**config.mk**
```make
export PLATFORM = sky130hd
export DESIGN_NAME = bt_host_power_handshake
export DESIGN_NICKNAME = d
export VERILOG_FILES = /design/src/common/pwr_hs_pkg.sv /design/src/verilog/bt_host_power_handshake.sv /design/src/verilog/pwr_sync2.sv
export SDC_FILE = /design/constraint.sdc
export NUM_CORES = 1
export LEC_CHECK = 0
export BUFFER_PORTS_ARGS = -buffer_cell sky130_fd_sc_hd__buf_2
export CAP_MARGIN = 25
export CORE_MARGIN = 4
export CORE_UTILIZATION = 40
export CTS_BUF_LIST = sky130_fd_sc_hd__clkbuf_4 sky130_fd_sc_hd__clkbuf_8 sky130_fd_sc_hd__clkbuf_16
export DETAILED_ROUTE_END_ITERATION = 6
export MAX_ROUTING_LAYER = met4
export PLACE_DENSITY = 0.74
export SLEW_MARGIN = 5
export SYNTH_ARGS = -nofsm -noshare
export SYNTH_HDL_FRONTEND = slang
export SYNTH_HIERARCHICAL = 1
export SYNTH_SLANG_ARGS = --single-unit
```
**constraint.sdc**
```tcl
create_clock -name SYS_CLK -period 1 [get_ports SYS_CLK]
set_input_delay 0.1 -clock SYS_CLK [delete_from_list [all_inputs] [get_ports SYS_CLK]]
set_output_delay 0.1 -clock SYS_CLK [all_outputs]
set_load 0.01 [all_outputs]
```
**src/common/pwr_hs_pkg.sv**
```systemverilog
// Package with constants and encodings for the host power handshake block
package pwr_hs_pkg;
	localparam int ADDR_W = 4;
	localparam int DATA_W = 32;
	// Register indices (byte address is four times the index)
	localparam logic [ADDR_W-1:0] REG_CTRL = 4'h0;
	localparam logic [ADDR_W-1:0] REG_RFPD = 4'h1;
	localparam logic [ADDR_W-1:0] REG_STATUS = 4'h2;
	localparam logic [ADDR_W-1:0] REG_PADSEL = 4'h3;
	// Control register fields
	localparam int CTRL_HS_EN = 0;
	localparam int CTRL_DW_POL = 1;
	localparam int CTRL_HW_POL = 2;
	localparam int CTRL_HOST_REQ = 3;
	localparam int CTRL_SLEEP_OK = 4;
	localparam int CTRL_UART_MODE = 5;
	localparam int CTRL_W = 6;
	localparam logic [CTRL_W-1:0] CTRL_RST = 6'h00;
	// RF power-down field order: tx, rx, pll, pa
	localparam int RF_N = 4;
	localparam logic [RF_N-1:0] RFPD_RST = 4'hf;
	// Status fields
	localparam int ST_AWAKE = 0;
	localparam int ST_WAKE_IN = 1;
	localparam int ST_HOST_WAKE = 2;
	localparam int ST_CLK_REQ = 3;
	localparam int ST_RF_PD = 4;
	// Pad function value that selects the handshake function
	localparam logic [3:0] PADSEL_HS = 4'h0;
	localparam logic [DATA_W-1:0] RD_ZERO = 32'h0000_0000;
endpackage : pwr_hs_pkg

```
**src/verilog/bt_host_power_handshake.sv**
```systemverilog
// Host power handshake and radio power-down control for the baseband core
// Behaviour
// - Separate tx, rx, pll and pa power-down outputs, each independent.
// - Device wake active only when enabled and host transport is in UART mode; disabled host wake is held low and clock request is ungated.
// - Asserted device wake keeps the device awake for as long as it stays asserted.
// - Deasserted wake allows sleep only once sleep criteria also hold.
// - Device wake and host wake polarities are each software selectable.
// - Clock request asserts when Bluetooth or WLAN needs the reference clock.
// - Clock request is fixed active high.
// - Pad function select for the three handshake pins stays at zero.
// - Power actions come from software registers or baseband packet handling.
//
// Chosen here: the register addresses and strobed register access.
`timescale 1ns/1ps
module bt_host_power_handshake (
	input wire logic SYS_CLK,
	input wire logic RST_N,
	input wire logic [pwr_hs_pkg::ADDR_W-1:0] ADDR,
	input wire logic [pwr_hs_pkg::DATA_W-1:0] WDATA,
	input wire logic WR,
	input wire logic RD,
	output logic [pwr_hs_pkg::DATA_W-1:0] RDATA,
	input wire logic DEVICE_WAKE_IN,
	output logic HOST_WAKE_OUT,
	output logic CLK_REQ_OUT,
	input wire logic BT_CLK_NEED,
	input wire logic WLAN_CLK_NEED,
	input wire logic SLEEP_CRITERIA_MET,
	input wire logic [pwr_hs_pkg::RF_N-1:0] PKT_RF_ON,
	input wire logic PKT_HOST_REQ,
	output logic DEVICE_AWAKE,
	output logic [pwr_hs_pkg::RF_N-1:0] RF_PWRDN,
	output logic [3:0] PAD_FUNC_SEL
);
	import pwr_hs_pkg::*;

	typedef enum logic [0:0] {
		ST_SLEEP,
		ST_WAKE
	} pwr_e;

	typedef struct packed {
		logic [CTRL_W-1:0] ctrl;
		logic [RF_N-1:0] rfpd;
		pwr_e pst;
		logic host_wake;
		logic clk_req;
		logic [RF_N-1:0] rf_out;
		logic [3:0] pad;
		logic [DATA_W-1:0] rdata;
	} state_s;

	state_s st_q;
	state_s st_d;

	// Synchronised wake pin and the decoded handshake terms
	logic wake_sync;
	logic wake_level;
	logic wake_act;
	logic hs_on;
	logic host_req;
	logic host_level;
	logic sleep_allowed;

	// Radio and status terms shared by the state and read paths
	logic asleep;
	logic [RF_N-1:0] rf_next;
	logic [DATA_W-1:0] status_word;

	// The pin is asynchronous to the baseband clock, so nothing reads it before two flops
	pwr_sync2 u_wake_sync (
		.clk(SYS_CLK),
		.rst_n(RST_N),
		.d(DEVICE_WAKE_IN),
		.q(wake_sync)
	);

	// Wake handshake lines only carry meaning in UART transport with the option enabled
	assign hs_on = st_q.ctrl[CTRL_HS_EN] & st_q.ctrl[CTRL_UART_MODE];

	// Polarity bit set means the pin is asserted high
	assign wake_level = wake_sync ~^ st_q.ctrl[CTRL_DW_POL];
	assign wake_act = hs_on & wake_level;

	// Software and packet handling may each ask for the host
	assign host_req = st_q.ctrl[CTRL_HOST_REQ] | PKT_HOST_REQ;

	// Pin level for the host wake line; idle is the inverse of the asserted level
	assign host_level = (hs_on & host_req) ~^ st_q.ctrl[CTRL_HW_POL];

	// Sleep needs software consent and the criteria; a dropped wake pin is not enough
	assign sleep_allowed = ~wake_act & st_q.ctrl[CTRL_SLEEP_OK] & SLEEP_CRITERIA_MET;

	assign asleep = (st_q.pst == ST_SLEEP);

	// One power-down term per radio block; packets can only switch a block on
	for (genvar g = 0; g < RF_N; g++) begin : g_rf
		assign rf_next[g] = asleep | (st_q.rfpd[g] & ~PKT_RF_ON[g]);
	end : g_rf

	// Status snapshot; the read path copies it only on a read strobe
	always_comb begin
		status_word = RD_ZERO;
		status_word[ST_AWAKE] = ~asleep;
		status_word[ST_WAKE_IN] = wake_act;
		status_word[ST_HOST_WAKE] = st_q.host_wake;
		status_word[ST_CLK_REQ] = st_q.clk_req;
		status_word[ST_RF_PD +: RF_N] = st_q.rf_out;
	end

	always_comb begin
		st_d = st_q;

		// Register writes; status and pad select are read only
		if (WR) begin
			unique case (ADDR)
				REG_CTRL: begin
					st_d.ctrl = WDATA[CTRL_W-1:0];
				end
				REG_RFPD: begin
					st_d.rfpd = WDATA[RF_N-1:0];
				end
				default: begin
				end
			endcase
		end

		// Sleep state machine
		unique case (st_q.pst)
			ST_SLEEP: begin
				if (!sleep_allowed) begin
					st_d.pst = ST_WAKE;
				end
			end
			ST_WAKE: begin
				// Wake dropping alone never forces sleep
				if (sleep_allowed) begin
					st_d.pst = ST_SLEEP;
				end
			end
		endcase

		// Held low while disabled, which is also its reset level
		st_d.host_wake = host_level & hs_on;

		// Fixed active high request for the reference clock
		st_d.clk_req = BT_CLK_NEED | WLAN_CLK_NEED;

		// Asleep forces every radio block down regardless of software or packets
		st_d.rf_out = rf_next;

		st_d.pad = PADSEL_HS;

		// Read data stands only in the cycle after the read strobe
		st_d.rdata = RD_ZERO;
		if (RD) begin
			unique case (ADDR)
				REG_CTRL: begin
					st_d.rdata[CTRL_W-1:0] = st_q.ctrl;
				end
				REG_RFPD: begin
					st_d.rdata[RF_N-1:0] = st_q.rfpd;
				end
				REG_STATUS: begin
					st_d.rdata = status_word;
				end
				REG_PADSEL: begin
					st_d.rdata[3:0] = st_q.pad;
				end
				default: begin
				end
			endcase
		end
	end

	always_ff @(posedge SYS_CLK or negedge RST_N) begin
		if (!RST_N) begin
			st_q.ctrl <= CTRL_RST;
			st_q.rfpd <= RFPD_RST;
			st_q.pst <= ST_WAKE;
			st_q.host_wake <= 1'b0;
			st_q.clk_req <= 1'b0;
			st_q.rf_out <= RFPD_RST;
			st_q.pad <= PADSEL_HS;
			st_q.rdata <= RD_ZERO;
		end else begin
			st_q <= st_d;
		end
	end

	assign RDATA = st_q.rdata;
	assign HOST_WAKE_OUT = st_q.host_wake;
	assign CLK_REQ_OUT = st_q.clk_req;
	assign DEVICE_AWAKE = (st_q.pst == ST_WAKE);
	assign RF_PWRDN = st_q.rf_out;
	assign PAD_FUNC_SEL = st_q.pad;
endmodule : bt_host_power_handshake

```
**src/verilog/pwr_sync2.sv**
```systemverilog
// Two-stage synchroniser for an asynchronous level input
`timescale 1ns/1ps
module pwr_sync2 (
	input wire logic clk,
	input wire logic rst_n,
	input wire logic d,
	output logic q
);
	typedef struct packed {
		logic s1;
		logic s2;
	} sync_s;
	sync_s st_q;
	sync_s st_d;
	always_comb begin
		st_d.s1 = d;
		st_d.s2 = st_q.s1;
	end
	always_ff @(posedge clk or negedge rst_n) begin
		if (!rst_n) begin
			st_q <= '0;
		end else begin
			st_q <= st_d;
		end
	end
	assign q = st_q.s2;
endmodule : pwr_sync2

```
# ---- Yosys cells after proc, flatten, opt, wreduce, memory -nomap -nowiden
# Cells that the tools add are included.
dict set report word_totals {
  in_bits 49
  ramBits 0
  memories 0
  reg_bits 51
  latch_bits 0
  rom_bits 0
}
dict set report classes {
  add_sub_neg 0
  mul 0
  order_cmp 0
  n_div 0
  shifts 0
  reduce_logical 3
  n_eq_ne 2
  mux 5
  n_bitwise 24
}
# cell n
set ops {}
lappend ops {{$pmux W4 S3} 1}
lappend ops {{$and A1 B1 Y1} 10}
lappend ops {{$mux W8} 1}
lappend ops {{$not A1 Y1} 6}
lappend ops {{$or A1 B1 Y1} 6}
lappend ops {{$eq A4 B1 Y1 const B} 1}
lappend ops {{$eq A4 B2 Y1 const B} 1}
lappend ops {{$logic_not A4 Y1} 1}
lappend ops {{$pmux W2 S2} 1}
lappend ops {{$reduce_and A2 Y1} 2}
lappend ops {{$mux W2} 1}
lappend ops {{$xnor A1 B1 Y1} 2}
lappend ops {{$mux W1} 1}

# ---- Logic depth before layout (Yosys ltp)
# Gate-level depths: netlist (run 1).
dict set report logic_depth {
  word_depth 6
  ltp_mapped 4
  ltp_nobuf 3
}

# ---- Cells and area by module
# Netlist (run 1), hierarchy kept.
# module cells_per_inst seq_area_each_um2 area_per_inst_um2 instances
set by_module_without_submodules {}
lappend by_module_without_submodules {bt_host_power_handshake 122 636.9 1380.1 1}
lappend by_module_without_submodules {pwr_sync2 2 50.0 50.0 1}

# ---- Worst setup path before layout (run 1)
# Ideal clock, no wire load.
dict set report synth_path {
  kind {input to register}
  startpoint {in ADDR[1] in the netlist's numbering}
  endpoint {reg st_q[43] in the netlist's numbering}
  setup_slack_ns -0.269
  path_stages 4
  path_buffers 1
  arrival_ns 1.187
  setup_ns 0.082
  path_cell_list {buf_6 nand2b_4 or4b_4 mux2_4}
}
dict set report synth_via {
  elab_chain_cells 2
}
# item line
set synth_rtl {}
lappend synth_rtl {{start: declaration} bt_host_power_handshake.sv:18} ;# input wire logic [pwr_hs_pkg::ADDR_W-1:0] ADDR,
lappend synth_rtl {{$eq A4 B1 Y1} bt_host_power_handshake.sv:116} ;# unique case (ADDR)
lappend synth_rtl {{$reduce_and A2 Y1 (no line)} n/a}
lappend synth_rtl {{end signal: assignment} bt_host_power_handshake.sv:187} ;# st_q <= st_d;
lappend synth_rtl {{end: declaration} bt_host_power_handshake.sv:53} ;# state_s st_q;
# Every way passes these cells.
# A chain may end at the register's enable or synchronous reset.

# ---- Worst setup path in the final report (run 1)
dict set report layout_path {
  startpoint {reg st_q (netlist bit DEVICE_AWAKE)}
  endpoint {out DEVICE_AWAKE}
}
# item line
set layout_rtl {}
lappend layout_rtl {{end: declaration} bt_host_power_handshake.sv:31} ;# output logic DEVICE_AWAKE,
# No word-level cell between the ends.

==> results.toml, run 1 <==
[synthesis]
synth_area_mm2 = 0.00143
async_reset_ff_frac = 1.00
ys_ff_latch = 27
yosysSeqAreaShare = 0.480
ys.warnings.count = 6
synth-edff-count = 0
syn_inst = 124
synthFlopType = "dfrtp_1"
synth_area_per_cell_um2 = 11.5
yosysUniqueCellTypes = 28

[critical_path]
worstPathMaxFanout = 2
crit_family = "flip-flops"
rr_startpoint = "st_q[44]$_DFFE_PN1P_"
cp-startpoint = "DEVICE_AWAKE$_DFF_PN1_"
start_kind = "register"
crit_type = "register to primary output"
crit_chain = "buf_6"
cp-end-kind = "primary output"
slowest_delay_ps = 590
slowest_stage = "dfstp_2"
crit_required_ps = 900
cp.arrival_ps = 1010
path_buf_inv = 1

[global_route]
antenna_found_initial = 0
grt-ovfl-total = 0
first_global_vias = 857
grt.total_usage = 0.117
grt_first_pass_wirelength_mm = 3.91
grt_max_degree = 28

[clock_tree]
path_clk_slew_ps = 130
cts_tree = "yes"
cts_root_buf = "clkbuf_4"
htreeDepth = 1
cts_made_buffers = 3
cts.path.max_buffers = 2
clock_latency_ps = 320
numClockSinks = 27

[sta]
fin_crit_sh = 1.11
rsz0062_at_grt = "yes"
fmax_ghz = 0.903
final-max-slew-violation-count = 0
relSlewSlack = 0.609
setup_viol = 6
timing.final.ws_setup_ps = -107
period_needed_ps = 1110
clock_skew_ps = 3.86
tns_ps = -428
hold_viol_final = 0
tightest_slew_ps = 587

[final_layout]
antenna_cells = 0
final_common_cell = "buf_2"
fin_cells = 219
finish.utilization = 0.516
area_growth_syn_to_layout_pct = 22.4
final_net_count = 223
final_cell_mix = "32 x buf_2, 28 x conb_1, 18 x dfrtp_1"
drive_gt1_frac = 0.428

[pwr]
combPwrFrac = 0.266
p_sw_w = 0.000707
p_int_w = 0.00189
powerDensity_mw_per_mm2 = 1480
leakage_nw = 0.909
power_frac_seq = 0.551
ir_drop_mv = 0.834
p_sw_frac = 0.273
pwr-share-clk = 0.183
power_w = 0.00260

[floorplanning]
num_io_pins = 92
die_x_um = 67.8
coreArea_mm2 = 0.00339
dieArea_mm2 = 0.00460
die_h_um = 67.8
fp-row-count = 21
start_util = 0.422

[route]
vias = 886
routed_wl_mm = 2.51
wl_per_cell_um = 11.5
ant_nets = 0
drt_iter0_drc = 12
viasPerCell = 4.05
route.detailed.drc = 0
first_pass_iters = 4

[hold_path]
hold_class = "primary input to register"
holdCritStartpoint = "WDATA[1]"

[flow_run]
maxCapViolations = 0

[outcome]
outcome = "finished with violations"
violations = "negative setup slack"

[place]
place_inst = 198
dp_hpwl_mm = 1.99
place_ws_ps = -288
place.gp.congestion = 0.794
port_buffers = 37
[per-stage QoR]
stage	hold slack (ps)	area, µm²
final	17.4	1750
after global routing	1.46	1750
after CTS	1.05	1710
after detailed placement	129	1510
after global placement	118	1510
after floorplan	-196	1540
[timing repair]
| item | in CTS | in global routing |
|---|---|---|
| hold endpoints to repair | 28 | 1 |
| setup buffers | 3 | 1 |
| setup endpoints to repair | 8 | 12 |
| resized for setup | 6 | 4 |
| cloned | 0 | 0 |
| hold buffers | 12 | 1 |
[kinds of logic after synthesis]
group | share of synthesized area
multiplexers | 0.131
flip-flops | 0.480
buffers and inverters | 0.234
XOR/XNOR | 0.0123
AO/OA/AOI/OAI | 0.0280
AND/OR/NAND/NOR | 0.111
other | 0.00262
[Yosys cell counts, types with 2 or more instances]
cell | count | area [µm²]
a21oi_1 | 4 | 20.0
and3_1 | 3 | 18.8
buf_4 | 40 | 300
dfrtp_1 | 18 | 450
dfstp_2 | 9 | 236
inv_1 | 4 | 15.0
mux2_1 | 6 | 67.6
mux2_4 | 4 | 60.1
mux2i_1 | 6 | 60.1
nand2_1 | 3 | 11.3
nand3_1 | 2 | 10.0
nor2_1 | 2 | 7.51
nor3_1 | 2 | 10.0
o21ai_0 | 4 | 20.0
or2_1 | 4 | 25.0
[cell type report]
cell class | count | area (µm²)
clock buffer | 4 | 30.0
fill | 319 | 1640
inverter | 4 | 15.0
multi-input combinational | 77 | 532
sequential | 27 | 687
tap | 46 | 57.6
timing repair buffer | 61 | 429
[final timing paths]
kind / slack (ps) / endpoint / depth (start not counted)
max: -110 / DEVICE_AWAKE / 1
min: 20 / st_q[48]$_DFFE_PN0P_ / 2
max reg2reg: -20 / RDATA[1]$_DFF_PN0_ / 3
min reg2reg: 360 / u_wake_sync/q$_DFF_PN0_ / 0
max in group asynchronous: 300 / st_q[43]$_DFFE_PN1P_ / 2
min in group asynchronous: 310 / st_q[52]$_DFFE_PN0P_ / 2
[sequential cells by signal, indices dropped and copies added (netlist names)]
signal	flops
u_wake_sync/st_d	1
CLK_REQ_OUT	1
DEVICE_AWAKE	1
st_q	10
RF_PWRDN	4
RDATA	8
u_wake_sync/q	1
HOST_WAKE_OUT	1
[per-layer routing]
metal | global-route usage | share of wire
met5 | - | 0
met4 | 0.0199 | 0.012
met3 | 0.0366 | 0.092
met2 | 0.197 | 0.51
met1 | 0.141 | 0.39
[power by group through the flow]
stage	clock (W)	combinational, W	sequential [W]
2_1_floorplan	0	0.000462	0.00142
3_3_place_gp	0	0.000540	0.00143
3_5_place_dp	0	0.000552	0.00144
4_1_cts	0.000505	0.000673	0.00142
5_1_grt	0.000559	0.000761	0.00145
6_report	0.000474	0.000691	0.00143
(Power assumes the default switching activity.)
==> inputs of run 2 (changes only) <==
- clock period: 1 -> 1.2 ns (I/O delays scaled with it)
==> run 2 against run 1 <==
Net effect:
- the run now ends clean
- final area down 6.9%
- core utilization down 3.6 points
- clock-buffer cell count unchanged
- register-to-register slack better by 170 ps
- via count down 1.9%
- clock skew down 1.1 ps
- critical path depth unchanged
- non-clock buffer count down 8
- combinational power down 36%
- first-iteration DRC count up 42%
- clock power down 16%
- critical path type unchanged
==> results.toml, run 2 (synthesized netlist as in run 1, its figures left out) <==
[critical_path]
cp.arrival_ps = 1020
crit_type = "register to primary output"
slowest_stage = "dfstp_2"
start_kind = "register"
path_buf_inv = 1
crit_chain = "buf_2"
worstPathMaxFanout = 2
cp-end-kind = "primary output"
crit_family = "flip-flops"
slowest_delay_ps = 580
crit_required_ps = 1080

[route]
ant_nets = 0
route.detailed.drc = 0
routed_wl_mm = 2.55
viasPerCell = 4.12
vias = 869
wl_per_cell_um = 12.1
first_pass_iters = 4
drt_iter0_drc = 17

[final_layout]
final_cell_mix = "37 x buf_2, 28 x conb_1, 18 x dfrtp_1"
regMostFlops = "st_q"
antenna_cells = 0
final_common_cell = "buf_2"
area_growth_syn_to_layout_pct = 13.9
largest_reg_flops = 10
fillerInstances = 332
drive_gt1_frac = 0.388
final_net_count = 215
fin_area_mm2 = 0.00163
finish.utilization = 0.481

[sta]
period_needed_ps = 1140
rsz0062_at_grt = "no"
setup_viol = 0
clock_skew_ps = 2.78
hold_viol_final = 0
whs_ps = 15.9
relSlewSlack = 0.612
tightest_slew_ps = 582
final-max-slew-violation-count = 0
fin_crit_sh = 0.952
fmax_ghz = 0.876
timing.final.ws_setup_ps = 58.1
tns_ps = 0

[global_route]
grt.total_usage = 0.119
antenna_found_initial = 0
first_global_vias = 876
grt-ovfl-total = 0
grt_first_pass_wirelength_mm = 4.07
grt_max_degree = 28

[clock_tree]
cts.path.max_buffers = 2
cts_root_buf = "clkbuf_4"
cts_made_buffers = 3
path_clk_slew_ps = 140
numClockSinks = 27
clock_latency_ps = 310
htreeDepth = 1
cts_tree = "yes"

[pwr]
leakage_nw = 0.857
ir_drop_mv = 0.718
powerDensity_mw_per_mm2 = 1250

[floorplanning]
die_h_um = 67.8
die_x_um = 67.8
coreArea_mm2 = 0.00339
start_util = 0.422
num_io_pins = 92
dieArea_mm2 = 0.00460
fp-row-count = 21

[place]
place.gp.congestion = 0.758
place_ws_ps = -98.8
port_buffers = 37
postPlaceCellArea_mm2 = 0.00149
dp_hpwl_mm = 1.97

[outcome]
outcome = "completed"

[flow_run]
maxCapViolations = 0

[hold_path]
hold_class = "primary input to register"
run 2: routing by layer:
| metal | up-vias | share of wire | GRT usage |
|---|---|---|---|
| met4 | 0 | 0.018 | 0.0447 |
| met1 | 413 | 0.41 | 0.151 |
| met5 | - | 0 | - |
| li1 | 417 | - | - |
| met2 | 35 | 0.49 | 0.192 |
| met3 | 4 | 0.075 | 0.0200 |
run 2: path summary, 6_finish.rpt:
kind,startpoint,endpoint,slack [ps],depth (start not counted)
setup / recovery,DEVICE_AWAKE$_DFF_PN1_,DEVICE_AWAKE,60,1
hold / removal,WDATA[4],st_q[51]$_DFFE_PN0P_,20,2
setup reg to reg,st_q[44]$_DFFE_PN1P_,RDATA[1]$_DFF_PN0_,150,3
hold reg to reg,u_wake_sync/st_d[0]$_DFF_PN0_,u_wake_sync/q$_DFF_PN0_,370,0
max in group asynchronous,RST_N,RF_PWRDN[3]$_DFF_PN1_,490,2
min in group asynchronous,RST_N,st_q[52]$_DFFE_PN0P_,330,2
run 2: cell type report:
| type | count | area [µm²] | share of cell area |
|---|---|---|---|
| clock buffers | 4 | 30.0 | 0.0184 |
| multi-input cells | 77 | 509 | 0.313 |
| well taps | 46 | 57.6 | 0.0353 |
| flip-flops and latches | 27 | 687 | 0.422 |
| repair buffers | 53 | 330 | 0.203 |
| inverters | 4 | 15.0 | 0.00922 |
run 2: worst register-to-register path, delay by kind of cell, from the launching register on:
family          cells  cell delay [ps]
compound gates      1              140
simple gates        1              200
mux                 1               60
flops               1              570
run 2: report_power, final:
group | internal, W | leakage (nW) | switching, W
registers | 0.00109 | 0.326 | 0.000101
logic | 0.000229 | 0.512 | 0.000215
clock network | 0.000152 | 0.0184 | 0.000247
run 2: what timing repair did:
item	CTS	global route
endpoints found under the setup margin	1	0
resized for setup	0	0
hold endpoints to repair	26	0
setup buffers	1	0
hold buffers	10	0
run 2: through the flow:
step / std cells / power (W)
2_1_floorplan: 151 / 0.00157
3_3_place_gp: 196 / 0.00161
3_5_place_dp: 196 / 0.00162
4_1_cts: 211 / 0.00206
5_1_grt: 211 / 0.00217
6_report: 211 / 0.00203
